### config.mk
export PLATFORM = sky130hd
export DESIGN_NAME = dsc_serial_regs
export DESIGN_NICKNAME = d
export VERILOG_FILES = /design/src/hw/dsc_sync.v /design/src/hw/dsc_serial_regs.v
export VERILOG_INCLUDE_DIRS = /design/src /design/src/hw
export SDC_FILE = /design/constraint.sdc
export NUM_CORES = 1
export LEC_CHECK = 0
export ABC_AREA = 1
export BUFFER_PORTS_ARGS = -buffer_cell sky130_fd_sc_hd__buf_2
export CAP_MARGIN = 10
export CORE_MARGIN = 5
export CORE_UTILIZATION = 45
export DETAILED_ROUTE_END_ITERATION = 10
export PLACE_DENSITY = 0.65
export SETUP_SLACK_MARGIN = 0.2
export SYNTH_ARGS = -nofsm -noshare
export SYNTH_HDL_FRONTEND = slang
export SYNTH_HIERARCHICAL = 1
export SYNTH_SLANG_ARGS = --single-unit
### constraint.sdc
create_clock -name clk_sys -period 6.2 [get_ports clk_sys]
set_clock_uncertainty 0.15 [all_clocks]
set_input_delay 1.24 -clock clk_sys [delete_from_list [all_inputs] [get_ports clk_sys]]
set_output_delay 1.24 -clock clk_sys [all_outputs]
set_load 0.1 [all_outputs]
### src/hw/dsc_defines.vh
// Constants for the serial command and register logic of the converter
`ifndef DSC_DEFINES_VH
`define DSC_DEFINES_VH

// ****************************************
// Timing
// ****************************************
`define DSC_CLK_HZ          20000000
`define DSC_TIMEOUT_MS      100
// Stall limit: 100 ms of the 20 MHz clock, sized to the watchdog counter
`define DSC_TIMEOUT_CYC     22'h1E_8480

// ****************************************
// Instruction byte fields
// ****************************************
`define DSC_INS_RW          7
`define DSC_INS_LEN_HI      6
`define DSC_INS_LEN_LO      5
`define DSC_LEN_1           2'b00
`define DSC_LEN_2           2'b01
`define DSC_LEN_3           2'b10

// ****************************************
// Byte locations
// ****************************************
`define DSC_LOC_CODE_HI     4'h0
`define DSC_LOC_CODE_LO     4'h1
`define DSC_LOC_CMD_HI      4'h4
`define DSC_LOC_CMD_LO      4'h5
`define DSC_LOC_OFF_B2      4'h8
`define DSC_LOC_OFF_B1      4'h9
`define DSC_LOC_OFF_B0      4'hA
`define DSC_LOC_GAIN_B2     4'hC
`define DSC_LOC_GAIN_B1     4'hD
`define DSC_LOC_GAIN_B0     4'hE

// ****************************************
// Command register fields
// ****************************************
`define DSC_CMD_ADAPT_OFF   15
`define DSC_CMD_CAL_CONN    14
`define DSC_CMD_TRIM_CLR    9
`define DSC_CMD_CODE_CLR    6
`define DSC_CMD_FORMAT      5
`define DSC_CMD_FS_OFF      4
`define DSC_CMD_BYTE_DOWN   3
`define DSC_CMD_BIT_LSBF    2
`define DSC_CMD_MODE_HI     1
`define DSC_CMD_MODE_LO     0
`define DSC_CMD_KEEP_MASK   16'hC27F
`define DSC_CMD_FIXED_VAL   16'h2800
`define DSC_CMD_RESET       16'h2802
`define DSC_MODE_NORMAL     2'b00
`define DSC_MODE_CAL        2'b01
`define DSC_MODE_SLEEP      2'b10

// ****************************************
// Reset values
// ****************************************
`define DSC_CODE_RESET      16'h0000
`define DSC_TRIM_RESET      24'h00_0000

`endif

### src/hw/dsc_sync.v
// Three-stage input synchroniser with agreement filter, one lane per bit
`timescale 1ns/1ps
module dsc_sync #(
  parameter       WIDTH   = 3,
  parameter [2:0] RST_VAL = 3'b000
) (
  input  wire             clk_sys,
  input  wire             srst,
  input  wire             ce,
  input  wire [WIDTH-1:0] pin_in,
  output wire [WIDTH-1:0] level_out
);

  genvar i;
  generate
    for (i = 0; i < WIDTH; i = i + 1) begin : g_lane
      reg s1_r;
      reg s2_r;
      reg s3_r;
      reg lvl_r;
      always @(posedge clk_sys) begin
        if (srst) begin
          s1_r  <= RST_VAL[i];
          s2_r  <= RST_VAL[i];
          s3_r  <= RST_VAL[i];
          lvl_r <= RST_VAL[i];
        end else if (ce) begin
          s1_r <= pin_in[i];
          s2_r <= s1_r;
          s3_r <= s2_r;
          // Change accepted only once the last two stages agree
          if (s2_r == s3_r) begin
            lvl_r <= s3_r;
          end
        end
      end
      assign level_out[i] = lvl_r;
    end
  endgenerate

endmodule

### src/hw/dsc_serial_regs.v
// Serial instruction interpreter and register bank of the converter
`timescale 1ns/1ps
`include "dsc_defines.vh"
module dsc_serial_regs #(
  parameter [21:0] TIMEOUT_CYC = `DSC_TIMEOUT_CYC
) (
  input  wire        clk_sys,
  input  wire        srst,
  input  wire        ce,
  input  wire        sclk,
  input  wire        cs_n,
  input  wire        sdio_in,
  output reg         sdio_out,
  output reg         sdio_oe,
  input  wire        cal_done,
  input  wire [23:0] cal_offset,
  input  wire [23:0] cal_gain,
  output reg         cal_start,
  output reg         cal_busy,
  output reg  [15:0] code_out,
  output reg  [23:0] offset_trim_out,
  output reg  [23:0] gain_trim_out,
  output reg         code_format,
  output reg         cal_output_connect,
  output reg         settle_always,
  output reg         settle_adaptive,
  output reg  [1:0]  op_mode,
  output reg         sleep
);

  // ****************************************
  // Pin synchronisers
  // ****************************************
  wire [2:0] pin_lvl;
  dsc_sync #(
    .WIDTH   (3),
    .RST_VAL (3'b110)
  ) u_sync (
    .clk_sys   (clk_sys),
    .srst      (srst),
    .ce        (ce),
    .pin_in    ({cs_n, sdio_in, sclk}),
    .level_out (pin_lvl)
  );

  wire sclk_s  = pin_lvl[0];
  wire sdio_s  = pin_lvl[1];
  wire cs_n_s  = pin_lvl[2];

  reg  sclk_prev_r;
  wire sel     = ~cs_n_s;
  wire sclk_rise = sel & sclk_s & ~sclk_prev_r;
  wire sclk_fall = sel & ~sclk_s & sclk_prev_r;

  // ****************************************
  // State
  // ****************************************
  localparam [0:0] ST_INSTR = 1'b0;
  localparam [0:0] ST_DATA  = 1'b1;

  reg        state_r;
  reg [2:0]  bit_cnt_r;
  reg [1:0]  bytes_left_r;
  reg        read_r;
  reg [3:0]  loc_r;
  reg [7:0]  rx_r;
  reg [7:0]  tx_r;
  reg [21:0] idle_cnt_r;

  reg [15:0] code_r;
  reg [15:0] cmd_r;
  reg [23:0] off_r;
  reg [23:0] gain_r;

  reg [15:0] code_sh_r;
  reg [15:0] cmd_sh_r;
  reg [23:0] off_sh_r;
  reg [23:0] gain_sh_r;
  reg        code_tch_r;
  reg        cmd_tch_r;
  reg        off_tch_r;
  reg        gain_tch_r;
  reg        commit_r;

  wire bit_lsbf  = (state_r == ST_DATA) & cmd_r[`DSC_CMD_BIT_LSBF];
  wire byte_down = cmd_r[`DSC_CMD_BYTE_DOWN];
  wire [7:0] rx_nxt = bit_lsbf ? {sdio_s, rx_r[7:1]} : {rx_r[6:0], sdio_s};
  wire busy_tx   = (state_r == ST_DATA) | (bit_cnt_r != 3'd0);

  // Instruction byte has no location, so it is never returned
  function [7:0] rd_byte;
    input [3:0] loc;
    begin
      case (loc)
        `DSC_LOC_CODE_HI: rd_byte = code_r[15:8];
        `DSC_LOC_CODE_LO: rd_byte = code_r[7:0];
        `DSC_LOC_CMD_HI:  rd_byte = cmd_r[15:8];
        `DSC_LOC_CMD_LO:  rd_byte = cmd_r[7:0];
        `DSC_LOC_OFF_B2:  rd_byte = off_r[23:16];
        `DSC_LOC_OFF_B1:  rd_byte = off_r[15:8];
        `DSC_LOC_OFF_B0:  rd_byte = off_r[7:0];
        `DSC_LOC_GAIN_B2: rd_byte = gain_r[23:16];
        `DSC_LOC_GAIN_B1: rd_byte = gain_r[15:8];
        `DSC_LOC_GAIN_B0: rd_byte = gain_r[7:0];
        // Reserved locations read as zero
        default:          rd_byte = 8'h00;
      endcase
    end
  endfunction

  // Command writes always step upward
  wire       cmd_loc  = (loc_r == `DSC_LOC_CMD_HI) | (loc_r == `DSC_LOC_CMD_LO);
  wire       step_dn  = byte_down & ~(~read_r & cmd_loc);
  wire [3:0] loc_step = step_dn ? loc_r - 4'd1 : loc_r + 4'd1;
  wire [3:0] ins_loc  = rx_nxt[3:0];

  // ****************************************
  // Serial engine
  // ****************************************
  always @(posedge clk_sys) begin
    if (srst) begin
      sclk_prev_r  <= 1'b0;
      state_r      <= ST_INSTR;
      bit_cnt_r    <= 3'd0;
      bytes_left_r <= 2'd0;
      read_r       <= 1'b0;
      loc_r        <= 4'h0;
      rx_r         <= 8'h00;
      tx_r         <= 8'h00;
      idle_cnt_r   <= 22'd0;
      sdio_out     <= 1'b0;
      sdio_oe      <= 1'b0;
      code_sh_r    <= `DSC_CODE_RESET;
      cmd_sh_r     <= `DSC_CMD_RESET;
      off_sh_r     <= `DSC_TRIM_RESET;
      gain_sh_r    <= `DSC_TRIM_RESET;
      code_tch_r   <= 1'b0;
      cmd_tch_r    <= 1'b0;
      off_tch_r    <= 1'b0;
      gain_tch_r   <= 1'b0;
      commit_r     <= 1'b0;
    end else if (ce) begin
      sclk_prev_r <= sclk_s;
      commit_r    <= 1'b0;
      // Stall watchdog, registers left untouched
      if (sclk_rise | sclk_fall | ~busy_tx) begin
        idle_cnt_r <= 22'd0;
      end else if (idle_cnt_r == TIMEOUT_CYC - 22'd1) begin
        idle_cnt_r <= 22'd0;
        state_r    <= ST_INSTR;
        bit_cnt_r  <= 3'd0;
        sdio_oe    <= 1'b0;
      end else begin
        idle_cnt_r <= idle_cnt_r + 22'd1;
      end
      // Device changes its bit on the rising edge, host samples on falling
      if (sclk_rise && state_r == ST_DATA && read_r) begin
        sdio_out <= bit_lsbf ? tx_r[bit_cnt_r] : tx_r[3'd7 - bit_cnt_r];
      end
      if (sclk_fall) begin
        rx_r      <= rx_nxt;
        bit_cnt_r <= bit_cnt_r + 3'd1;
        if (bit_cnt_r == 3'd7) begin
          if (state_r == ST_INSTR) begin
            // Decode direction, length, start
            state_r      <= ST_DATA;
            read_r       <= rx_nxt[`DSC_INS_RW];
            bytes_left_r <= rx_nxt[`DSC_INS_LEN_HI:`DSC_INS_LEN_LO];
            loc_r        <= ins_loc;
            tx_r         <= rd_byte(ins_loc);
            sdio_oe      <= rx_nxt[`DSC_INS_RW];
            code_sh_r    <= code_r;
            cmd_sh_r     <= cmd_r;
            off_sh_r     <= off_r;
            gain_sh_r    <= gain_r;
            code_tch_r   <= 1'b0;
            cmd_tch_r    <= 1'b0;
            off_tch_r    <= 1'b0;
            gain_tch_r   <= 1'b0;
          end else begin
            if (!read_r) begin
              case (loc_r)
                `DSC_LOC_CODE_HI: begin code_sh_r[15:8] <= rx_nxt; code_tch_r <= 1'b1; end
                `DSC_LOC_CODE_LO: begin code_sh_r[7:0]  <= rx_nxt; code_tch_r <= 1'b1; end
                `DSC_LOC_CMD_HI:  begin cmd_sh_r[15:8]  <= rx_nxt; cmd_tch_r  <= 1'b1; end
                `DSC_LOC_CMD_LO:  begin cmd_sh_r[7:0]   <= rx_nxt; cmd_tch_r  <= 1'b1; end
                `DSC_LOC_OFF_B2:  begin off_sh_r[23:16] <= rx_nxt; off_tch_r  <= 1'b1; end
                `DSC_LOC_OFF_B1:  begin off_sh_r[15:8]  <= rx_nxt; off_tch_r  <= 1'b1; end
                `DSC_LOC_OFF_B0:  begin off_sh_r[7:0]   <= rx_nxt; off_tch_r  <= 1'b1; end
                `DSC_LOC_GAIN_B2: begin gain_sh_r[23:16] <= rx_nxt; gain_tch_r <= 1'b1; end
                `DSC_LOC_GAIN_B1: begin gain_sh_r[15:8] <= rx_nxt; gain_tch_r <= 1'b1; end
                `DSC_LOC_GAIN_B0: begin gain_sh_r[7:0]  <= rx_nxt; gain_tch_r <= 1'b1; end
                // Reserved: data dropped
                default: ;
              endcase
            end
            loc_r <= loc_step;
            tx_r  <= rd_byte(loc_step);
            if (bytes_left_r == 2'd0) begin
              // Count reached, wait for a fresh instruction
              state_r  <= ST_INSTR;
              sdio_oe  <= 1'b0;
              commit_r <= ~read_r;
            end else begin
              bytes_left_r <= bytes_left_r - 2'd1;
            end
          end
        end
      end
    end
  end

  // ****************************************
  // Register bank and controller
  // ****************************************
  // Commit one cycle after the final falling edge, all bytes at once
  wire [15:0] cmd_new = (cmd_sh_r & `DSC_CMD_KEEP_MASK) | `DSC_CMD_FIXED_VAL;

  always @(posedge clk_sys) begin
    if (srst) begin
      // Power-on state loads defaults, sleep mode
      code_r    <= `DSC_CODE_RESET;
      cmd_r     <= `DSC_CMD_RESET;
      off_r     <= `DSC_TRIM_RESET;
      gain_r    <= `DSC_TRIM_RESET;
      cal_busy  <= 1'b0;
      cal_start <= 1'b0;
    end else if (ce) begin
      cal_start <= 1'b0;
      if (cal_busy) begin
        // Calibration state: writes dropped until done
        if (cal_done) begin
          cal_busy <= 1'b0;
          off_r    <= cal_offset;
          gain_r   <= cal_gain;
          cmd_r[`DSC_CMD_MODE_HI:`DSC_CMD_MODE_LO] <= `DSC_MODE_NORMAL;
        end
      end else if (commit_r) begin
        if (code_tch_r) begin
          code_r <= code_sh_r;
        end
        if (off_tch_r) begin
          off_r <= off_sh_r;
        end
        if (gain_tch_r) begin
          gain_r <= gain_sh_r;
        end
        if (cmd_tch_r) begin
          cmd_r <= cmd_new;
          if (cmd_new[`DSC_CMD_CODE_CLR]) begin
            code_r <= `DSC_CODE_RESET;
          end
          if (cmd_new[`DSC_CMD_TRIM_CLR]) begin
            off_r  <= `DSC_TRIM_RESET;
            gain_r <= `DSC_TRIM_RESET;
          end
          // Reserved mode 11 is stored but starts nothing
          if (cmd_new[`DSC_CMD_MODE_HI:`DSC_CMD_MODE_LO] == `DSC_MODE_CAL) begin
            cal_busy  <= 1'b1;
            cal_start <= 1'b1;
          end
        end
      end
    end
  end

  // ****************************************
  // Registered outputs
  // ****************************************
  always @(posedge clk_sys) begin
    if (srst) begin
      code_out           <= `DSC_CODE_RESET;
      offset_trim_out    <= `DSC_TRIM_RESET;
      gain_trim_out      <= `DSC_TRIM_RESET;
      code_format        <= 1'b0;
      cal_output_connect <= 1'b0;
      settle_always      <= 1'b0;
      settle_adaptive    <= 1'b1;
      op_mode            <= `DSC_MODE_SLEEP;
      sleep              <= 1'b1;
    end else if (ce) begin
      code_out           <= code_r;
      offset_trim_out    <= off_r;
      gain_trim_out      <= gain_r;
      code_format        <= cmd_r[`DSC_CMD_FORMAT];
      cal_output_connect <= cmd_r[`DSC_CMD_CAL_CONN];
      // Off bit overrides the adaptive choice
      settle_always   <= cmd_r[`DSC_CMD_ADAPT_OFF] & ~cmd_r[`DSC_CMD_FS_OFF];
      settle_adaptive <= ~cmd_r[`DSC_CMD_ADAPT_OFF] & ~cmd_r[`DSC_CMD_FS_OFF];
      op_mode <= cmd_r[`DSC_CMD_MODE_HI:`DSC_CMD_MODE_LO];
      sleep   <= cmd_r[`DSC_CMD_MODE_HI:`DSC_CMD_MODE_LO] == `DSC_MODE_SLEEP;
    end
  end

endmodule

Word-level counts from Yosys, hierarchy flattened
Index checks and enable logic that the tools add are counted.

$add $sub $neg: 6. $lt $le $gt $ge: 2. Eq/ne operators: 52. Mux-type cells: 89. Bitwise operators: 23. Reductions and logical operators: 41.

Operator list (count): 2-to-1 mux 24 bit (16); one-hot mux 8 bit (10 select lines) (2); 2-to-1 mux 16 bit (7); 2-to-1 mux 8 bit (12); equality test 4 bit (second input constant) (18); AND reduction 5 bit (14); 2-to-1 mux 22 bit (2); 2-to-1 mux 1 bit (37); equality test 4 x 3 -> 1 bit (second input constant) (6); adder 22 x 1 -> 22 bit (second input constant) (1); equality test 22 x 21 -> 1 bit (second input constant) (1); inequality test 2 x 1 -> 1 bit (second input constant) (10); inequality test 2 bit (second input constant) (8); AND reduction 4 bit (4); equality test 4 x 1 -> 1 bit (second input constant) (3); zero test 4 bit (3); 2-to-1 mux 2 bit (6); AND reduction 3 bit (4); NOT 1 bit (10); AND reduction 2 bit (5); AND 1 bit (9); 2-to-1 mux 3 bit (3); less-than comparator 3 x 4 -> 1 bit (second input constant) (2); 2-to-1 mux 4 bit (2); 17 further kinds (28).

Flip-flop bits (word level): 295. Input port bits: 55. Output and inout port bits: 75. Logic and storage cells: 267.

Longest topological paths before layout
Depth in word-level cells: 10. Mapped depth: 16. Mapped depth without buffers: 15.

Hierarchy
Netlist, hierarchy kept.

By module, submodules not included: dsc_serial_regs (times used 1, cells each 1829, area each 13282.7 µm², sequential area each 5565.3 µm²); dsc_sync (times used 1, cells each 59, area each 462.9 µm², sequential area each 240.2 µm²).

Worst setup path after synthesis
OpenSTA, ideal clock, no wires.

Path type: input to register. From: input ce. To: register code_r[10]. Setup time: 133 ps. Arrival time: 2499 ps. Required time: 5917 ps. Path slack: 3418 ps. Cell stages on the path: 9. Buffers on the path: 2. Cell sequence: buf_2 o21ai_1 a21oi_2 o21ai_1 nor2_1 nand2_1 nand2_1 buf_2 a211oi_1.

Longest elaborated chain between the ends: 1.

Ends and longest elaborated chain: from (decl) (line dsc_serial_regs.v:9) `input wire ce,`; AND reduction 3 bit (no source line); to (signal assigned) (line dsc_serial_regs.v:222) `` code_r <= `DSC_CODE_RESET; ``; to (signal assigned) (line dsc_serial_regs.v:240) `code_r <= code_sh_r;`; to (signal assigned) (line dsc_serial_regs.v:251) `` code_r <= `DSC_CODE_RESET; ``; to (decl) (line dsc_serial_regs.v:70) `reg [15:0] code_r;`.

Every way passes these cells. A chain may end at the register's enable or synchronous reset.

Worst setup path after layout
From: input ce. To: register loc_r[0].

Longest elaborated chain between the ends: 1.

Ends and longest elaborated chain: AND reduction 3 bit (no source line); to (signal assigned) (line dsc_serial_regs.v:169) `loc_r <= ins_loc;`; to (signal assigned) (line dsc_serial_regs.v:197) `loc_r <= loc_step;`; to (decl) (line dsc_serial_regs.v:65) `reg [3:0] loc_r;`.

Every way passes these cells.

==> impl_metrics.csv <==
group,metric,value,unit
timing,max_freq,0.271,GHz
layout,multi_input_area,6760,µm²
cts,cts-root-buf,"clkbuf_16",
timing,rsz0062_at_grt,"no",
logic_synthesis,async_flop_share,0,%
timing,finalSetupTns,0,ps
global_route,grt_overflow,0,
timing,setup_viol,0,
layout,area_growth,13.1,%
place,portBuffers,129,
layout,n_antenna_cell,0,
setup_path,cp_num_buf_inv,3,
timing,slew_viol_final,0,
setup_path,crit_type,"primary input to register",
route,postRouteAntennaNets,0,
setup_path,slowest_stage,"inv_1",
route,drt_iter0_drc,1282,
logic_synthesis,synth_edf_count,0,
power,ir_worst_vdd,0.190,mV
logic_synthesis,ys_top_cells_by_area,"dfxtp_1, o21ai_0, nand2_1",
hold_path,min_path_type,"register to register",
logic_synthesis,yosysTopAreaCell,"dfxtp_1",
cts,clockBufferDepth,3,
logic_synthesis,postSynthNetCount,1952,
job,cap_violations,0,
timing,period_share,59.5,%
cts,postCtsSetupBuffers,0,
die,die_x,185,µm
die,core_area,30300,µm²
logic_synthesis,avgSynthCellArea,7.28,µm²
layout,seqCellArea,5810,µm²
cts,cts_tree,"done",
cts,cts.clk_slew.worst_paths,60,ps
timing,fin_crit,3690,ps
global_route,antenna_found_initial,0,
route,vias,13671,
cts,cts.sinks,290,
route,first_pass_iters,6,
die,dieHeight,185,µm
layout,nFillCells,2979,
place,place_congestion,0.957,
setup_path,worstPathMaxFanout,75,
die,num_rows,64,
setup_path,critPathMaxStageDelay,560,ps
power,p_per_area,280,nW/µm²
logic_synthesis,ys_seq_area_share,42.2,%
setup_path,critPathLaunchType,"primary input",
setup_path,critPathCaptureType,"register",
place,dpl.hpwl,31300,µm
die,io_pins,130,
logic_synthesis,synthFlopType,"dfxtp_1",
power,leakage,5.87,nW
cts,ctsHoldBuffers,0,
layout,drive_gt1_share,13.2,%
route,via_per_inst,5.79,
global_route,grt_pass1_vias,12430,
die,fp.dieArea,34100,µm²
logic_synthesis,yosysUniqueCellTypes,47,
logic_synthesis,syn_area,13700,µm²
global_route,grt_pass1_wl,71000,µm
setup_path,cpLargestDelayFamily,"buffers and inverters",
timing,relSlewSlack,37.6,%
route,drt_wl_total,45800,µm
die,initial_utilization,45.3,%
logic_synthesis,synth_warnings,6,
logic_synthesis,synth_cells,1888,
power,total_power,4.36,mW
logic_synthesis,ys_seq_elements,290,
timing,hold_slack,299,ps
global_route,grt_usage,26.0,%
timing,finalHoldViolations,0,
logic_synthesis,synth_top_area_share,42.2,%
cts,clk_latency,520,ps
cts,h-tree-depth,2,
global_route,grt_max_degree,97,
setup_path,cp.required,6480,ps
layout,stdcell_count,2360,
setup_path,crit_chain,"buf_4, inv_1, nor2_2, nand3_1, clkinv_1, o211ai_1, a21oi_1",
cts,postCtsResizedCells,0,
setup_path,critPathArrivalTime,3980,ps
route,wire_per_inst,19.4,µm
timing,tightest_slew,930,ps
place,dp.cells,2301,
outcome,status,"finished clean",
route,route.detailed.drc,0,
layout,final_nets,2005,
cts,cts_made_buffers,34,
worst min-delay path, delay by kind of cell (launching register included):
family / cells / cell delay (ps)
compound gates: 1 / 50
buf+inv: 1 / 50
flops: 1 / 310
metal layers:
layer | wire length (µm) | global-route usage, % | share of wire [%]
met5 | 0 | 0 | 0
met4 | 1810 | 9.28 | 4.0
met3 | 3480 | 4.30 | 7.6
met2 | 20600 | 41.1 | 45
met1 | 19900 | 36.2 | 43
cell type report:
type / instances / area share (%)
multi-input combinational: 1308 / 43.5
sequential: 290 / 37.4
clock buffer: 45 / 6.20
timing repair buffer: 140 / 4.70
inverter: 167 / 4.10
tap: 396 / 3.19
clock inverter: 14 / 0.934
state kept, by name, summed over array words and instances (netlist names), 22 cells and up:
name             count
gain_r              24
gain_sh_r           24
gain_trim_out       24
off_r               24
off_sh_r            24
offset_trim_out     24
idle_cnt_r          22
cells in the mapped netlist, types with 2 or more instances:
library cell / count
a211oi_1: 17
a21oi_1: 208
a21oi_2: 4
a21oi_4: 3
a221oi_1: 3
a22oi_1: 49
a31oi_1: 62
and3_1: 2
buf_1: 8
buf_2: 16
buf_4: 11
buf_6: 5
clkbuf_1: 83
dfxtp_1: 290
ha_1: 9
inv_1: 153
inv_2: 10
inv_4: 3
nand2_1: 317
nand2_2: 5
nand2_4: 5
nand3_1: 97
nand3_2: 2
nand3b_1: 6
nand4_1: 9
nor2_1: 92
nor2_2: 6
nor2_4: 12
nor2_8: 2
nor3_1: 16
nor4_1: 6
o211ai_1: 6
o21ai_0: 309
o21ai_1: 21
o21ai_2: 4
o22ai_1: 17
o31ai_1: 2
xnor2_1: 3
xor2_1: 7
power breakdown:
group,leakage (nW),internal [mW],switching [mW]
combinational,2.97,0.0807,0.344
clock,0.540,1.18,0.809
sequential,2.36,1.91,0.0333
total,5.87,3.17,1.19
cells by family after synthesis:
kind of cell    Yosys count  synth area share [%]
flops                   290                  42.2
compound gates          709                  28.6
fa+ha+maj                 9                 0.819
xor+xnor                 10                 0.637
simple gates            580                  19.0
buf+inv                 290                  8.69
layout by cell type, fill, tap and decap left out, drive strengths merged:
| cell | count |
|---|---|
| nand3 | 99 |
| a21boi | 1 |
| dfxtp | 290 |
| o211ai | 7 |
| nor4 | 6 |
| a211oi | 18 |
| clkinvlp | 3 |
| buf | 140 |
| nand3b | 6 |
| inv | 167 |
| nor2 | 112 |
| o22ai | 17 |
| xnor2 | 3 |
| a22oi | 49 |
| or2 | 1 |
| nand2 | 328 |
| clkinv | 9 |
| o31ai | 2 |
| a31oi | 62 |
| o21a | 1 |
| nand4 | 9 |
| a21oi | 215 |
| o21ai | 334 |
| clkbuf | 45 |
| xor2 | 7 |
| a221oi | 3 |
| ha | 9 |
| and3 | 2 |
| bufinv | 2 |
| nor3 | 17 |
path summary, 6_finish.rpt:
kind / start / end / slack, ps / depth (start not counted)
min reg2reg: gain_sh_r[16] / gain_sh_r[16] / 300 / 2
max: ce / loc_r[0] / 2510 / 7
min: gain_sh_r[16] / gain_sh_r[16] / 300 / 2
max reg2reg: state_r / tx_r[6] / 2930 / 9
stage by stage:
| step | util [%] | worst slack [ps] | cell area (µm²) |
|---|---|---|---|
| finish | 51.2 | 2510 | 15500 |
| global route | 51.2 | 2240 | 15500 |
| CTS | 51.2 | 2570 | 15500 |
| detailed placement | 47.6 | 2060 | 14400 |
| global placement | 47.6 | 2170 | 14400 |
| floorplan | - | 3420 | 13700 |
Note: power is estimated with default switching activity, not from simulation.
